`config.mk`:
```
export PLATFORM = sky130hd
export DESIGN_NAME = sae_engine
export DESIGN_NICKNAME = d
export VERILOG_FILES = /design/src/rtl/sae_pkg.sv /design/src/rtl/sae_engine.sv
export SDC_FILE = /design/constraint.sdc
export NUM_CORES = 2
export LEC_CHECK = 0
export CORE_MARGIN = 3
export CORE_UTILIZATION = 25
export DETAILED_ROUTE_END_ITERATION = 8
export DONT_BUFFER_PORTS = 1
export GPL_TIMING_DRIVEN = 1
export PLACE_DENSITY = 0.44
export SLEW_MARGIN = 20
export SYNTH_ARGS = -nofsm -noshare
export SYNTH_HDL_FRONTEND = slang
export SYNTH_SLANG_ARGS = --single-unit
```
`constraint.sdc`:
```
create_clock -name clk_i -period 21.2 [get_ports clk_i]
set_input_delay 1.06 -clock clk_i [delete_from_list [all_inputs] [get_ports clk_i]]
set_output_delay 1.06 -clock clk_i [all_outputs]
set_load 0.02 [all_outputs]
```
`src/rtl/sae_pkg.sv`:
```
// Constants, register map and types of the setpoint action engine.
// Assumes one 50 MHz system clock and a 32-bit APB master.
// Notes on behaviour
// - Satisfied setpoint with clear-tare option pulses the clear-tare request.
// - Accumulate on: accumulate plus print; silent: accumulate only.
// - Print on: print at once; standstill mode: print when standstill follows.
// - Acquire-tare pulses on satisfaction, ignoring any regulatory restriction.
// - Actions run in order: clear total, clear tare, accumulate, print, tare.
// - Alarm while batch setpoint active or continuous setpoint untripped.
// - Concurrent setpoint starts when its starting setpoint (1 to 4) begins.
// - Concurrent setpoint stops when its ending setpoint begins.
// - Access levels: full, hidden, view only; refused accesses answer error.
// - Each output picked by slot number plus bit number in that slot.
// - Continuous setpoint drives its output low once tripped.
// - Batch output active from step start until condition met.
// - Batch unsatisfied at first evaluation jumps to branch; zero means none.
// - Time-of-day output held for duration; actions run when duration ends.
// - Checkweigh below bit active while weight under lower limit.
// - Checkweigh within bit active while weight between both limits.
// - Checkweigh above bit active while weight over upper limit.
// - Polarity setting inverts the output level when set.
// - Satisfied setpoint with clear-total option pulses the clear-total request.
// - Batch flag selects sequenced operation, otherwise continuous evaluation.
package sae_pkg;
    // ==========================================
    // Sizes
    localparam int NSP = 4;
    localparam int NOUT = 16;
    localparam logic [23:0] LIM_MAX = 24'h98967F;
    // ==========================================
    // Register map
    localparam logic [7:0] CTRL_OFS = 8'h00;
    localparam logic [7:0] STAT_OFS = 8'h04;
    localparam logic [2:0] SP_FIRST_BLK = 3'h2;
    localparam logic [2:0] SP_LAST_BLK = 3'h5;
    localparam int OPW_BIT = 8;
    localparam logic [2:0] R_CFG = 3'h0;
    localparam logic [2:0] R_LOWER = 3'h1;
    localparam logic [2:0] R_UPPER = 3'h2;
    localparam logic [2:0] R_LINK = 3'h3;
    localparam logic [2:0] R_OSEL = 3'h4;
    localparam logic [2:0] R_TIME = 3'h5;
    localparam logic [2:0] R_DUR = 3'h6;
    localparam int CTRL_RUN = 0;
    localparam int CTRL_RESTART = 1;
    // ==========================================
    // Configuration fields
    localparam int F_KIND = 0;
    localparam int F_BATCH = 3;
    localparam int F_CLRTOT = 4;
    localparam int F_CLEAR_TARE_ON_DONE = 5;
    localparam int F_ACC = 6;
    localparam int F_PRN = 8;
    localparam int F_ACQ = 10;
    localparam int F_ALARM = 11;
    localparam int F_INV = 12;
    localparam int F_ACCESS = 13;
    localparam int L_START = 0;
    localparam int L_END = 8;
    localparam int L_BRANCH = 16;
    localparam int O_BIT = 0;
    localparam int O_SLOT = 3;
    localparam int O_BELOW = 4;
    localparam int O_WITHIN = 8;
    localparam int O_ABOVE = 12;
    localparam int T_SS = 0;
    localparam int T_MM = 6;
    localparam int T_HH = 12;
    localparam logic [19:0] SEC_PER_HOUR = 20'h00E10;
    localparam logic [19:0] SEC_PER_MIN = 20'h0003C;
    // ==========================================
    // Encodings and reset values
    localparam logic [2:0] K_HIGHER = 3'h0;
    localparam logic [2:0] K_LOWER = 3'h1;
    localparam logic [2:0] K_CONCUR = 3'h2;
    localparam logic [2:0] K_TOD = 3'h3;
    localparam logic [2:0] K_CHK = 3'h4;
    localparam logic [1:0] M_OFF = 2'h0;
    localparam logic [1:0] M_ON = 2'h1;
    localparam logic [1:0] M_ALT = 2'h2;
    localparam logic [1:0] AC_FULL = 2'h0;
    localparam logic [1:0] AC_HIDE = 2'h1;
    localparam logic [1:0] AC_VIEW = 2'h2;
    localparam logic [14:0] CFG_RST = 15'h0000;
    localparam logic [23:0] LIM_RST = 24'h000000;
    localparam logic [21:0] LINK_RST = 22'h000000;
    localparam logic [14:0] OSEL_RST = 15'h0000;
    localparam logic [19:0] HMS_RST = 20'h00000;
    // ==========================================
    // Action sequencer states
    typedef enum logic [2:0] {
        ACT_IDLE, ACT_CLR_TOTAL, ACT_CLR_TARE, ACT_ACCUM, ACT_PRINT, ACT_TARE
    } sae_act_type;
endpackage

```
`src/rtl/sae_engine.sv`:
```
// Setpoint evaluation, batch sequencing and satisfaction actions.
// Assumes weight samples, standstill and time of day synchronous to clk_i.
//
// The placing of the registers and the APB register port were left to the implementer.
`timescale 1ns/1ns
module sae_engine (
    // Clock and reset
    input wire logic clk_i,
    input wire logic rstn_i,
    // APB slave
    input wire logic psel_i,
    input wire logic penable_i,
    input wire logic pwrite_i,
    input wire logic [11:0] paddr_i,
    input wire logic [31:0] pwdata_i,
    output logic [31:0] prdata_o,
    output logic pready_o,
    output logic pslverr_o,
    // Measurement front end
    input wire logic [23:0] weight_i,
    input wire logic weight_valid_i,
    input wire logic standstill_i,
    input wire logic [16:0] tod_sec_i,
    input wire logic sec_tick_i,
    // Digital outputs and alarm
    output logic [15:0] dout_n_o,
    output logic alarm_o,
    // Action requests
    output logic clear_total_o,
    output logic clear_tare_o,
    output logic accumulate_o,
    output logic print_o,
    output logic acquire_tare_o
);
    // ==========================================
    // Functions
    // Hours, minutes, seconds to seconds
    function automatic logic [19:0] to_sec(input logic [19:0] hms);
        to_sec = 20'(hms[sae_pkg::T_HH +: 8] * sae_pkg::SEC_PER_HOUR)
               + 20'(hms[sae_pkg::T_MM +: 6] * sae_pkg::SEC_PER_MIN)
               + 20'(hms[sae_pkg::T_SS +: 6]);
    endfunction

    // Trip test of a higher or lower setpoint
    function automatic logic trip_f(input logic [2:0] k, input logic [23:0] w, input logic [23:0] v);
        trip_f = (k == sae_pkg::K_HIGHER) ? (w >= v) : (w <= v);
    endfunction

    // Limits saturate at the top of range
    function automatic logic [23:0] lim_f(input logic [31:0] d);
        lim_f = (d > 32'(sae_pkg::LIM_MAX)) ? sae_pkg::LIM_MAX : d[23:0];
    endfunction

    // ==========================================
    // Storage
    logic [14:0] cfg_r [sae_pkg::NSP];
    logic [23:0] lo_r [sae_pkg::NSP];
    logic [23:0] hi_r [sae_pkg::NSP];
    logic [21:0] link_r [sae_pkg::NSP];
    logic [14:0] osel_r [sae_pkg::NSP];
    logic [19:0] time_r [sae_pkg::NSP];
    logic [19:0] dur_r [sae_pkg::NSP];
    logic run_r;
    logic [1:0] cur_r;
    logic first_r;
    logic begin_r;
    logic [3:0] trip_r;
    logic [3:0] below_r;
    logic [3:0] within_r;
    logic [3:0] above_r;
    logic [3:0] conc_r;
    logic [3:0] tod_act_r;
    logic [3:0] tod_end_r;
    logic [19:0] tod_cnt_r [sae_pkg::NSP];
    logic [3:0] pend_r;
    logic [14:0] opt_r;
    logic prn_wait_r;
    sae_pkg::sae_act_type act_r;
    logic [31:0] prdata_r;
    logic [15:0] dout_n_r;
    logic alarm_r;

    // ==========================================
    // APB decode
    logic [7:0] a;
    logic opw;
    logic is_ctrl;
    logic is_stat;
    logic sp_ok;
    logic [1:0] sp;
    logic [2:0] rsel;
    logic [2:0] blk_off;
    logic mapped;
    logic [1:0] lvl;
    logic err;
    logic wr;
    logic restart;
    logic go;

    // Address split into window, block and word
    always_comb begin
        a = paddr_i[7:0];
        opw = paddr_i[sae_pkg::OPW_BIT];
        blk_off = a[7:5] - sae_pkg::SP_FIRST_BLK;
        sp = blk_off[1:0];
        rsel = a[4:2];
        is_ctrl = (a == sae_pkg::CTRL_OFS);
        is_stat = (a == sae_pkg::STAT_OFS);
        sp_ok = (a[7:5] >= sae_pkg::SP_FIRST_BLK) && (a[7:5] <= sae_pkg::SP_LAST_BLK)
              && (rsel <= sae_pkg::R_DUR) && (a[1:0] == 2'h0);
        mapped = (paddr_i[11:9] == 3'h0) && (is_ctrl || is_stat || sp_ok);
        lvl = cfg_r[sp][sae_pkg::F_ACCESS +: 2];
    end

    // Operator window applies access level
    always_comb begin
        err = !mapped;
        if (mapped && opw) begin
            if (pwrite_i) begin
                err = !sp_ok || (lvl != sae_pkg::AC_FULL);
            end else begin
                err = sp_ok && (lvl == sae_pkg::AC_HIDE);
            end
        end
    end

    // Zero-wait answer, error on refused access
    assign pready_o = 1'b1;
    assign pslverr_o = psel_i && penable_i && err;
    assign wr = psel_i && penable_i && pwrite_i && !err;
    assign restart = wr && is_ctrl && pwdata_i[sae_pkg::CTRL_RESTART];
    assign go = wr && is_ctrl && pwdata_i[sae_pkg::CTRL_RUN] && !run_r;
    assign prdata_o = prdata_r;

    // Read data captured in the setup cycle
    always_ff @(posedge clk_i or negedge rstn_i) begin
        if (!rstn_i) begin
            prdata_r <= 32'h00000000;
        end else if (psel_i && !penable_i && !pwrite_i) begin
            prdata_r <= 32'h00000000;
            if (!err && is_ctrl) begin
                prdata_r <= 32'(run_r);
            end else if (!err && is_stat) begin
                prdata_r <= {8'h00, tod_act_r, conc_r, trip_r, pend_r, 3'h0, run_r, 2'h0, cur_r};
            end else if (!err) begin
                case (rsel)
                    sae_pkg::R_CFG: prdata_r <= 32'(cfg_r[sp]);
                    sae_pkg::R_LOWER: prdata_r <= 32'(lo_r[sp]);
                    sae_pkg::R_UPPER: prdata_r <= 32'(hi_r[sp]);
                    sae_pkg::R_LINK: prdata_r <= 32'(link_r[sp]);
                    sae_pkg::R_OSEL: prdata_r <= 32'(osel_r[sp]);
                    sae_pkg::R_TIME: prdata_r <= 32'(time_r[sp]);
                    sae_pkg::R_DUR: prdata_r <= 32'(dur_r[sp]);
                    default: prdata_r <= 32'h00000000;
                endcase
            end
        end
    end

    // Control register
    always_ff @(posedge clk_i or negedge rstn_i) begin
        if (!rstn_i) begin
            run_r <= 1'b0;
        end else if (wr && is_ctrl) begin
            run_r <= pwdata_i[sae_pkg::CTRL_RUN];
        end
    end

    // Setpoint configuration registers
    always_ff @(posedge clk_i or negedge rstn_i) begin
        if (!rstn_i) begin
            for (int i = 0; i < sae_pkg::NSP; i++) begin
                cfg_r[i] <= sae_pkg::CFG_RST;
                lo_r[i] <= sae_pkg::LIM_RST;
                hi_r[i] <= sae_pkg::LIM_RST;
                link_r[i] <= sae_pkg::LINK_RST;
                osel_r[i] <= sae_pkg::OSEL_RST;
                time_r[i] <= sae_pkg::HMS_RST;
                dur_r[i] <= sae_pkg::HMS_RST;
            end
        end else if (wr && sp_ok) begin
            case (rsel)
                sae_pkg::R_CFG: cfg_r[sp] <= pwdata_i[14:0];
                sae_pkg::R_LOWER: lo_r[sp] <= lim_f(pwdata_i);
                sae_pkg::R_UPPER: hi_r[sp] <= lim_f(pwdata_i);
                sae_pkg::R_LINK: link_r[sp] <= pwdata_i[21:0];
                sae_pkg::R_OSEL: osel_r[sp] <= pwdata_i[14:0];
                sae_pkg::R_TIME: time_r[sp] <= pwdata_i[19:0];
                sae_pkg::R_DUR: dur_r[sp] <= pwdata_i[19:0];
                default: ;
            endcase
        end
    end

    // ==========================================
    // Weight comparisons
    logic [2:0] ck;
    logic step_batch;
    logic step_trip;
    logic [5:0] branch;
    logic [3:0] cont_sat;
    logic [3:0] sat_ev;

    // Current step and continuous satisfaction
    always_comb begin
        ck = cfg_r[cur_r][sae_pkg::F_KIND +: 3];
        step_batch = cfg_r[cur_r][sae_pkg::F_BATCH]
                  && (ck == sae_pkg::K_HIGHER || ck == sae_pkg::K_LOWER);
        step_trip = trip_f(ck, weight_i, lo_r[cur_r]);
        branch = link_r[cur_r][sae_pkg::L_BRANCH +: 6];
        for (int i = 0; i < sae_pkg::NSP; i++) begin
            cont_sat[i] = weight_valid_i && !cfg_r[i][sae_pkg::F_BATCH]
                       && (cfg_r[i][sae_pkg::F_KIND +: 3] <= sae_pkg::K_LOWER)
                       && trip_f(cfg_r[i][sae_pkg::F_KIND +: 3], weight_i, lo_r[i]) && !trip_r[i];
            sat_ev[i] = cont_sat[i] || tod_end_r[i]
                     || (run_r && !begin_r && step_batch && weight_valid_i && step_trip
                         && cur_r == 2'(i));
        end
    end

    // Latched results of every new sample
    always_ff @(posedge clk_i or negedge rstn_i) begin
        if (!rstn_i) begin
            trip_r <= 4'h0;
            below_r <= 4'h0;
            within_r <= 4'h0;
            above_r <= 4'h0;
        end else if (weight_valid_i) begin
            for (int i = 0; i < sae_pkg::NSP; i++) begin
                trip_r[i] <= trip_f(cfg_r[i][sae_pkg::F_KIND +: 3], weight_i, lo_r[i]);
                below_r[i] <= weight_i < lo_r[i];
                within_r[i] <= weight_i >= lo_r[i] && weight_i <= hi_r[i];
                above_r[i] <= weight_i > hi_r[i];
            end
        end
    end

    // ==========================================
    // Batch sequencer
    // Steps not of batch kind are passed at once
    always_ff @(posedge clk_i or negedge rstn_i) begin
        if (!rstn_i) begin
            cur_r <= 2'h0;
            first_r <= 1'b0;
            begin_r <= 1'b0;
        end else begin
            begin_r <= 1'b0;
            if (restart || go) begin
                if (restart) begin
                    cur_r <= 2'h0;
                end
                begin_r <= 1'b1;
                first_r <= 1'b1;
            end else if (run_r && !begin_r) begin
                if (!step_batch) begin
                    cur_r <= cur_r + 2'h1;
                    begin_r <= 1'b1;
                    first_r <= 1'b1;
                end else if (weight_valid_i) begin
                    first_r <= 1'b0;
                    if (step_trip) begin
                        cur_r <= cur_r + 2'h1;
                        begin_r <= 1'b1;
                        first_r <= 1'b1;
                    end else if (first_r && branch != 6'h00) begin
                        cur_r <= 2'(branch - 6'h01);
                        begin_r <= 1'b1;
                        first_r <= 1'b1;
                    end
                end
            end
        end
    end

    // Concurrent setpoints follow the beginning of other steps
    always_ff @(posedge clk_i or negedge rstn_i) begin
        if (!rstn_i) begin
            conc_r <= 4'h0;
        end else begin
            for (int i = 0; i < sae_pkg::NSP; i++) begin
                if (cfg_r[i][sae_pkg::F_KIND +: 3] != sae_pkg::K_CONCUR || !run_r) begin
                    conc_r[i] <= 1'b0;
                end else if (begin_r && link_r[i][sae_pkg::L_END +: 6] == {4'h0, cur_r} + 6'h01) begin
                    conc_r[i] <= 1'b0;
                end else if (begin_r && link_r[i][sae_pkg::L_START +: 6] == {4'h0, cur_r} + 6'h01) begin
                    conc_r[i] <= 1'b1;
                end
            end
        end
    end

    // ==========================================
    // Time-of-day setpoints
    // Duration counted in seconds, actions at its end
    always_ff @(posedge clk_i or negedge rstn_i) begin
        if (!rstn_i) begin
            tod_act_r <= 4'h0;
            tod_end_r <= 4'h0;
            for (int i = 0; i < sae_pkg::NSP; i++) begin
                tod_cnt_r[i] <= sae_pkg::HMS_RST;
            end
        end else begin
            tod_end_r <= 4'h0;
            for (int i = 0; i < sae_pkg::NSP; i++) begin
                if (cfg_r[i][sae_pkg::F_KIND +: 3] != sae_pkg::K_TOD) begin
                    tod_act_r[i] <= 1'b0;
                end else if (tod_act_r[i] && sec_tick_i) begin
                    tod_cnt_r[i] <= tod_cnt_r[i] - 20'h00001;
                    if (tod_cnt_r[i] <= 20'h00001) begin
                        tod_act_r[i] <= 1'b0;
                        tod_end_r[i] <= 1'b1;
                    end
                end else if (!tod_act_r[i] && sec_tick_i && 20'(tod_sec_i) == to_sec(time_r[i])) begin
                    tod_cnt_r[i] <= to_sec(dur_r[i]);
                    tod_act_r[i] <= to_sec(dur_r[i]) != 20'h00000;
                    tod_end_r[i] <= to_sec(dur_r[i]) == 20'h00000;
                end
            end
        end
    end

    // ==========================================
    // Satisfaction actions
    logic [3:0] pick;
    logic [1:0] pick_idx;
    logic [1:0] acc_m;
    logic [1:0] prn_m;
    logic prn_now;

    // Lowest pending setpoint is served first
    always_comb begin
        pick = 4'h0;
        pick_idx = 2'h0;
        for (int i = sae_pkg::NSP - 1; i >= 0; i--) begin
            if (pend_r[i]) begin
                pick = 4'h0;
                pick[i] = 1'b1;
                pick_idx = 2'(i);
            end
        end
        if (act_r != sae_pkg::ACT_IDLE) begin
            pick = 4'h0;
        end
        acc_m = opt_r[sae_pkg::F_ACC +: 2];
        prn_m = opt_r[sae_pkg::F_PRN +: 2];
        prn_now = act_r == sae_pkg::ACT_PRINT && (prn_m == sae_pkg::M_ON || acc_m == sae_pkg::M_ON);
    end

    // Pending events, a new event wins over its own clear
    always_ff @(posedge clk_i or negedge rstn_i) begin
        if (!rstn_i) begin
            pend_r <= 4'h0;
        end else begin
            pend_r <= (pend_r & ~pick) | sat_ev;
        end
    end

    // One step per cycle in fixed order
    always_ff @(posedge clk_i or negedge rstn_i) begin
        if (!rstn_i) begin
            act_r <= sae_pkg::ACT_IDLE;
            opt_r <= sae_pkg::CFG_RST;
        end else begin
            case (act_r)
                sae_pkg::ACT_IDLE: begin
                    if (pend_r != 4'h0) begin
                        act_r <= sae_pkg::ACT_CLR_TOTAL;
                        opt_r <= cfg_r[pick_idx];
                    end
                end
                sae_pkg::ACT_CLR_TOTAL: act_r <= sae_pkg::ACT_CLR_TARE;
                sae_pkg::ACT_CLR_TARE: act_r <= sae_pkg::ACT_ACCUM;
                sae_pkg::ACT_ACCUM: act_r <= sae_pkg::ACT_PRINT;
                sae_pkg::ACT_PRINT: act_r <= sae_pkg::ACT_TARE;
                sae_pkg::ACT_TARE: act_r <= sae_pkg::ACT_IDLE;
                default: act_r <= sae_pkg::ACT_IDLE;
            endcase
        end
    end

    // Deferred print waits for standstill
    always_ff @(posedge clk_i or negedge rstn_i) begin
        if (!rstn_i) begin
            prn_wait_r <= 1'b0;
        end else if (act_r == sae_pkg::ACT_PRINT && !prn_now && prn_m == sae_pkg::M_ALT) begin
            prn_wait_r <= 1'b1;
        end else if (standstill_i) begin
            prn_wait_r <= 1'b0;
        end
    end

    // Action request pulses
    assign clear_total_o = act_r == sae_pkg::ACT_CLR_TOTAL && opt_r[sae_pkg::F_CLRTOT];
    assign clear_tare_o = act_r == sae_pkg::ACT_CLR_TARE && opt_r[sae_pkg::F_CLEAR_TARE_ON_DONE];
    assign accumulate_o = act_r == sae_pkg::ACT_ACCUM && acc_m != sae_pkg::M_OFF;
    assign print_o = prn_now || (prn_wait_r && standstill_i);
    // No regulatory gating on the tare capture
    assign acquire_tare_o = act_r == sae_pkg::ACT_TARE && opt_r[sae_pkg::F_ACQ];

    // ==========================================
    // Output mapping and alarm
    logic [15:0] out_act;
    logic alarm_nxt;
    logic lvl_on;
    logic inv;
    logic [2:0] k;
    logic [3:0] base;

    // Each setpoint of kind 0 to 3 drives its slot and bit, a checkweigh setpoint its below, within and above bits
    always_comb begin
        out_act = 16'h0000;
        alarm_nxt = 1'b0;
        lvl_on = 1'b0;
        inv = 1'b0;
        k = 3'h0;
        base = 4'h0;
        for (int i = 0; i < sae_pkg::NSP; i++) begin
            k = cfg_r[i][sae_pkg::F_KIND +: 3];
            inv = cfg_r[i][sae_pkg::F_INV];
            base = {osel_r[i][sae_pkg::O_SLOT], 3'h0};
            case (k)
                sae_pkg::K_HIGHER, sae_pkg::K_LOWER: begin
                    if (cfg_r[i][sae_pkg::F_BATCH]) begin
                        lvl_on = run_r && cur_r == 2'(i);
                    end else begin
                        lvl_on = trip_r[i];
                    end
                    alarm_nxt = alarm_nxt || (cfg_r[i][sae_pkg::F_ALARM] && (cfg_r[i][sae_pkg::F_BATCH]
                              ? lvl_on : !trip_r[i]));
                end
                sae_pkg::K_CONCUR: lvl_on = conc_r[i];
                sae_pkg::K_TOD: lvl_on = tod_act_r[i];
                default: lvl_on = 1'b0;
            endcase
            if (k == sae_pkg::K_CHK) begin
                out_act[base | {1'b0, osel_r[i][sae_pkg::O_BELOW +: 3]}] |= below_r[i] ^ inv;
                out_act[base | {1'b0, osel_r[i][sae_pkg::O_WITHIN +: 3]}] |= within_r[i] ^ inv;
                out_act[base | {1'b0, osel_r[i][sae_pkg::O_ABOVE +: 3]}] |= above_r[i] ^ inv;
            end else if (k <= sae_pkg::K_CHK) begin
                out_act[base | {1'b0, osel_r[i][sae_pkg::O_BIT +: 3]}] |= lvl_on ^ inv;
            end
        end
    end

    // Active outputs are driven low
    always_ff @(posedge clk_i or negedge rstn_i) begin
        if (!rstn_i) begin
            dout_n_r <= 16'hFFFF;
            alarm_r <= 1'b0;
        end else begin
            dout_n_r <= ~out_act;
            alarm_r <= alarm_nxt;
        end
    end

    assign dout_n_o = dout_n_r;
    assign alarm_o = alarm_r;
endmodule // sae_engine

```
## After elaboration in Yosys (flattened, before gate mapping)

Memory sizes are Yosys's and may differ from the RTL's.
Cells that the tools add are included.

| storage, ports and cells | value |
|---|---|
| register bits after elaboration | 741 |
| ROM bits | 32 |
| output and inout bits | 56 |
| word-level logic and storage cells | 747 |
| memories kept | 2 |

| operators by class | value |
|---|---|
| $add $sub $neg | 24 |
| $mul | 16 |
| order comparisons | 74 |
| eq/ne operators | 64 |
| mux-type cells | 246 |
| bitwise logic cells | 61 |
| reduce and logical (&&, ||, !) cells | 204 |

Memory list:

| name | depth | bits a word | read ports | clocked after Yosys merged registers in | write ports | RTL line | text |
|---|---|---|---|---|---|---|---|
| (no name shown) | 16 | 1 | 1 | 0 | 0 | sae_engine.sv:440 | `out_act[base \| {1'b0, osel_r[i][sae_pkg::O_BIT +: 3]}] \|= lvl_on ^ inv;` |
| (no name shown) | 16 | 1 | 1 | 0 | 0 | sae_engine.sv:436 | `out_act[base \| {1'b0, osel_r[i][sae_pkg::O_BELOW +: 3]}] \|= below_r[i] ^ inv;` |

Operators with widths:

| cell | count |
|---|---|
| 2-to-1 mux 24 bit | 11 |
| 2-to-1 mux 20 bit | 13 |
| bitwise mux 16 bit | 14 |
| less-or-equal comparator 24 bit | 9 |
| bitwise mux 96 bit | 2 |
| one-hot mux 24 bit (7 select lines) | 1 |
| adder 20 x 12 -> 20 bit | 8 |
| adder 20 x 6 -> 20 bit | 8 |
| bitwise mux 80 bit | 2 |
| binary-select mux 24 bit (select 2 bit) | 3 |
| multiplier 8 x 8 -> 16 bit, second input constant | 8 |
| 2-to-1 mux 16 bit | 8 |
| binary-select mux 15 bit (select 2 bit) | 4 |
| bitwise mux 60 bit | 2 |
| greater-or-equal comparator 24 bit | 5 |
| 2-to-1 mux 1 bit | 111 |
| 2-to-1 mux 22 bit | 5 |
| logical AND 1 bit | 102 |
| > comparator 24 bit | 4 |
| < comparator 24 bit | 4 |
| binary-select mux 22 bit (select 2 bit) | 2 |
| bitwise mux 88 bit | 1 |
| binary-select mux 20 bit (select 2 bit) | 2 |
| equality test 17 x 20 -> 1 bit | 4 |
| 63 further kinds | 356 |

## Logic depth before layout (Yosys ltp)

| depth | value |
|---|---|
| depth after elaboration | 55 |
| gate-level depth with buffers | 34 |

## Least setup slack after synthesis

Ideal clock, no wire load.

| timing path | value |
|---|---|
| path kind | reg2reg |
| start point | register cur_r[0] |
| end point | register dout_n_r[4], in the netlist dout_n_o[4] |
| setup time | 0.101 ns |
| data arrival time | 7.575 ns |
| setup slack | 13.524 ns |
| cell stages (with the launch flop) | 32 |
| buffers on the path | 4 |
| period minus slack after synthesis | 7.676 ns |
| path through | dfrtp_1 clkbuf_1 buf_1 inv_1 ha_1 and3_1 clkbuf_1 nor4b_1 or4_1 nand3_1 a211o_1 or4_1 nor4b_2 and4_1 buf_4 a21oi_2 a211o_1 nor3b_4 nand2_2 or4_4 a221oi_4 a31oi_4 nor4b_2 a311oi_1 and4b_1 o221a_2 or4b_1 a22oi_2 a2bb2oi_2 nor2_1 o21ai_1 a22oi_1 |

| between the ends | value |
|---|---|
| cells in the longest elaborated chain, start to end | 50 |

RTL lines:

| element | RTL line | text |
|---|---|---|
| from (decl) | sae_engine.sv:64 | `logic [1:0] cur_r;` |
| from (signal assigned) | sae_engine.sv:256 | `cur_r <= cur_r + 2'h1;` |
| from (signal assigned) | sae_engine.sv:262 | `cur_r <= cur_r + 2'h1;` |
| from (signal assigned) | sae_engine.sv:266 | `cur_r <= 2'(branch - 6'h01);` |
| logical NOT 2 bit | sae_engine.sv:424 | `lvl_on = run_r && cur_r == 2'(i);` |
| logical AND 1 bit | sae_engine.sv:424 |  |
| 2-to-1 mux 1 bit | sae_engine.sv:423 | `if (cfg_r[i][sae_pkg::F_BATCH]) begin` |
| 2-to-1 mux 1 bit | sae_engine.sv:421 | `case (k)` |
| one-hot mux 1 bit (3 select lines) | sae_engine.sv:421 |  |
| XOR 1 bit | sae_engine.sv:440 |  |
| OR 1 bit | sae_engine.sv:440 |  |
| AND 16 bit (no line) | n/a |  |
| [34 not listed] | n/a |  |
| OR 1 bit | sae_engine.sv:437 | `out_act[base \| {1'b0, osel_r[i][sae_pkg::O_WITHIN +: 3]}] \|= within_r[i] ^ inv;` |
| bitwise mux 16 bit | sae_engine.sv:437 |  |
| binary-select mux 1 bit (select 4 bit) | sae_engine.sv:438 | `out_act[base \| {1'b0, osel_r[i][sae_pkg::O_ABOVE +: 3]}] \|= above_r[i] ^ inv;` |
| 2-to-1 mux 1 bit (implied by the code) | sae_engine.sv:438 |  |
| OR 1 bit | sae_engine.sv:438 |  |
| bitwise mux 16 bit | sae_engine.sv:438 |  |
| 2-to-1 mux 16 bit (*) | sae_engine.sv:435 | `if (k == sae_pkg::K_CHK) begin` |
| inverter 16 bit (*) | sae_engine.sv:451 | `dout_n_r <= ~out_act;` |
| to (signal assigned) | sae_engine.sv:451 |  |
| to (decl) | sae_engine.sv:80 | `logic [15:0] dout_n_r;` |

Every way passes the cells marked *; elsewhere a longest branch is shown, timed or not. The select of a mux whose other input is x is not followed.
A chain may end at the register's enable or synchronous reset.

## Worst setup path in the final report

| timing path | value |
|---|---|
| start point | register osel_r[48] (netlist name) |
| end point | register dout_n_r[10], in the netlist dout_n_o[10] |

| between the ends | value |
|---|---|
| cells in the longest elaborated chain, start to end | 55 |

RTL lines:

| element | RTL line | text |
|---|---|---|
| from (decl) | sae_engine.sv:60 | `logic [14:0] osel_r [sae_pkg::NSP];` |
| from (signal, indexed assignment) | sae_engine.sv:177 | `osel_r[i] <= sae_pkg::OSEL_RST;` |
| from (signal, indexed assignment) | sae_engine.sv:187 | `sae_pkg::R_OSEL: osel_r[sp] <= pwdata_i[14:0];` |
| OR 4 x 3 -> 4 bit | sae_engine.sv:436 |  |
| < comparator 4 x 5 -> 1 bit (implied by the code) or greater-or-equal comparator 4 x 1 -> 1 bit (tied branches) | sae_engine.sv:436 |  |
| logical AND 1 bit (implied by the code) | sae_engine.sv:436 |  |
| 2-to-1 mux 1 bit (implied by the code) | sae_engine.sv:436 |  |
| demux 1 bit (select 4 bit) | sae_engine.sv:436 |  |
| AND 16 bit (no line) | n/a |  |
| binary-select mux 1 bit (select 4 bit) | sae_engine.sv:437 |  |
| 2-to-1 mux 1 bit (implied by the code) | sae_engine.sv:437 |  |
| [39 not listed] | n/a |  |
| OR 1 bit | sae_engine.sv:437 |  |
| bitwise mux 16 bit | sae_engine.sv:437 |  |
| binary-select mux 1 bit (select 4 bit) | sae_engine.sv:438 |  |
| 2-to-1 mux 1 bit (implied by the code) | sae_engine.sv:438 |  |
| OR 1 bit | sae_engine.sv:438 |  |
| bitwise mux 16 bit | sae_engine.sv:438 |  |
| 2-to-1 mux 16 bit (*) | sae_engine.sv:435 |  |
| inverter 16 bit (*) | sae_engine.sv:451 |  |

Marked as above.

==> impl_results.md <==
* Status: finished, final reports clean
* Buffers on Ports at 0
* RSZ-0062 raised after global routing: no
* Skew final at 0.0525 ns
* Post-synth EDFFs at 0
* Post-Synth Adder-Cell Area at 19.3%
* Routability Congestion at 0.925
* Data required, critical path at 21.84 ns
* Residual DRC at 0
* Final slew viol count at 0
* Clk_lat worst skew at 0.73 ns
* Relative slew margins at 9.47%
* GRT Residual Overflow at 0
* Kind of critical path: flip-flop to flip-flop
* CTS tree: yes
* Syn-to-layout area delta at 10.6%
* Synthesized area at 66800 sq um
* Fin crit period at 9.63 ns
* Main synth FF type: dfrtp_1
* # fillers at 28200
* Die W at 523 um
* Type of origin of the critical path: flip-flop
* Leak pwr at 33.8 nW
* Final hold slack at 0.156 ns
* Vias per inst at 5.23
* Detailed Route Iter0 Violations at 4618
* Post-Synth Simple-Gate Area at 14.4%
* Nets at 7996
* MaxCap Viol Count at 0
* Drt pass-1 iters at 6
* First-pass GRT wire length at 386000 um
* Largest family of logic cells by synthesized area: adder cells
* Number of H-tree levels at 3
* CP arrival at 10.27 ns
* Clock Path Buffers at 3
* Routed len/inst at 25.0 um
* CP max stage cell: dfrtp_2
* Final std cells w/o fill at 10600
* Clock Sink Count at 729
* CP max FO at 40
* Register area share after synthesis at 27.3%
* Io pins at 149
* Ys Warns at 0
* Largest net degree at the start of global routing at 701
* F_max at 104 MHz
* Initial Utilization at 25.1%
* Dpl hpwl at 201000 um
* Slowest cell delay on critical path at 0.72 ns
* Die height at 523 um
* Netlist cell types at 121
* Post-CTS Setup Bufs at 0
* Clock buffer count from CTS at 91
* XOR/XNOR share of the synthesized area at 4.65%
* Placed instance area at 70400 sq um
* Total power at 3.36 mW
* Yosys reg bits at 729
* HP Class: input pin to async pin
* Mux cell area share after synthesis at 13.2%
* Synth async-reset ratio at 100%
* Mean Syn Cell Area at 9.34 sq um
* Design area at 73900 sq um
* Worst VDD drop at 63.1 uV
* Mapped Cells at 7152
* WL final at 265000 um
* PwrDens at 45.5 nW/um^2
* Compound-cell area share of the yosys netlist at 15.8%
* ANT nets after route at 0
* Most common cell on crit path: buf_4
* Core ar. at 266000 sq um
* Vias in the first global route at 54300
* Ratio of cells with drive above 1 in the final layout at 13.0%
* Final setup fails at 0
* Total Die Area at 273000 sq um
* Placed cells at 10400
* Reg clk slew, reported paths at 0.06 ns
* CTS root buf: clkbuf_16
* CP endpoint kind: flip-flop
* Total GRT Usage at 18.9%
* Via count at 55400
* Worst-margin pin slew at 1.36 ns
* Cts repair resizes at 0
* Antenna violations before repair at 8
* Setup TNS Final at 0 ns
* FP Rows at 189
* Final Hold Fails at 0
* Tcrit/Tclk final at 45.4%
routing by layer:
| metal | part of all wire [%] | track usage (%) | wire length, um |
|---|---|---|---|
| met1 | 44 | 25.7 | 118000 |
| met4 | 3.8 | 6.56 | 9950 |
| met2 | 46 | 30.4 | 122000 |
| met3 | 5.8 | 2.95 | 15500 |
| met5 | 0.0045 | 0 | 12 |
worst max-delay path, delay by kind of cell, from the launching register on:
kind / cells / cell delay [ns]
AOI/OAI and AO/OA: 16 / 5.47
DFF: 1 / 0.72
buffers and inverters: 2 / 0.69
and+or+nand+nor: 9 / 2.62
placed cells by master (no fill, tap or decap), types with 96 or more instances in the layout:
cell type  netlist  final
o21bai_1        96     96
nand2_1        604    599
mux2_2         384    384
nor2_1         401    399
a21o_1         101    100
dfrtp_1        713    708
a21oi_1        403    401
inv_1          551    551
mux4_2         183    183
nor3_1         137    135
fa_1           160    160
nand3_1        153    153
o21ai_0        520    517
nor2b_1        119    119
xnor2_1        268    268
ha_1           773    773
nand2b_1       109    109
through the flow:
step           util, %  worst slack [ns]
2_1_floorplan        -             13.52
3_3_place_gp      26.5             11.46
3_5_place_dp      26.5             11.69
4_1_cts           27.7             11.66
5_1_grt           27.8             11.00
6_report          27.8             11.57
report_power, final:
part | total, mW | internal (mW) | leakage (nW) | switching (mW)
Combinational | 0.241 | 0.0939 | 22.2 | 0.147
Sequential | 1.42 | 1.40 | 9.98 | 0.0191
Clock | 1.70 | 1.00 | 1.56 | 0.696
Total | 3.36 | 2.50 | 33.8 | 0.863
final cells by class:
class	instances	area [sq um]	area share [%]
antenna	8	20.0	0.0271
timing repair buffer	90	779	1.06
clock buffer	123	2570	3.48
inverter	552	2070	2.80
multi-input combinational	5506	45100	61.0
clock inverter	45	653	0.884
sequential	729	18300	24.7
tap	3533	4420	5.98
state kept, by name (all words and copies together) (netlist names), 2 cells and up:
signal	cells
conc_r	4
osel_r	59
pend_r	4
tod_end_r	4
dur_r	80
prdata_o	24
tod_cnt_r	80
tod_act_r	4
trip_r	4
act_r	3
within_r	4
above_r	4
time_r	80
link_r	88
lo_r	96
cur_r	2
cfg_r	60
hi_r	96
opt_r	7
dout_n_o	16
below_r	4
Yosys cell counts, drive strengths merged (101+ instances only):
cell type | n | share of area, %
mux4 | 183 | 6.2
dfrtp | 713 | 27
nand3 | 153 | 1.1
a21oi | 405 | 3.0
nor2 | 402 | 2.3
nor3 | 137 | 1.0
xnor2 | 269 | 3.5
a21o | 101 | 1.1
mux2 | 384 | 6.5
nand2 | 605 | 3.4
nor2b | 119 | 1.1
ha | 773 | 14
nand2b | 109 | 1.0
fa | 160 | 4.8
clkbuf | 297 | 1.7
o21ai | 538 | 4.0
inv | 552 | 3.1
worst paths after layout:
kind / start / to / slack (ns) / cells past startpoint
worst max register to register: osel_r[48] / dout_n_o[10] / 11.57 / 27
worst max-delay path: osel_r[48] / dout_n_o[10] / 11.57 / 27
worst min register to register: tod_end_r[0] / pend_r[0] / 0.46 / 2
max in group asynchronous: rstn_i / time_r[56] / 19.05 / 2
worst min-delay path: rstn_i / trip_r[3] / 0.16 / 1
min in group clk_i: weight_valid_i / above_r[3] / 0.45 / 1
logic make-up (layout without fill, tap and decap cells):
| logic type | count (synthesis) | after routing |
|---|---|---|
| buf+inv | 924 | 810 |
| simple gates | 1935 | 1935 |
| xor+xnor | 352 | 352 |
| compound gates | 1672 | 1672 |
| flops | 729 | 729 |
| other cells | 2 | 17 |
| mux | 605 | 605 |
| fa+ha+maj | 933 | 933 |
what timing repair did:
| action | CTS | global route |
|---|---|---|
| hold endpoints to repair | 12 | 24 |
| hold buffers | 2 | 2 |
| setup endpoints to repair | 0 | 0 |
Note: power is estimated with default switching activity, not from simulation.
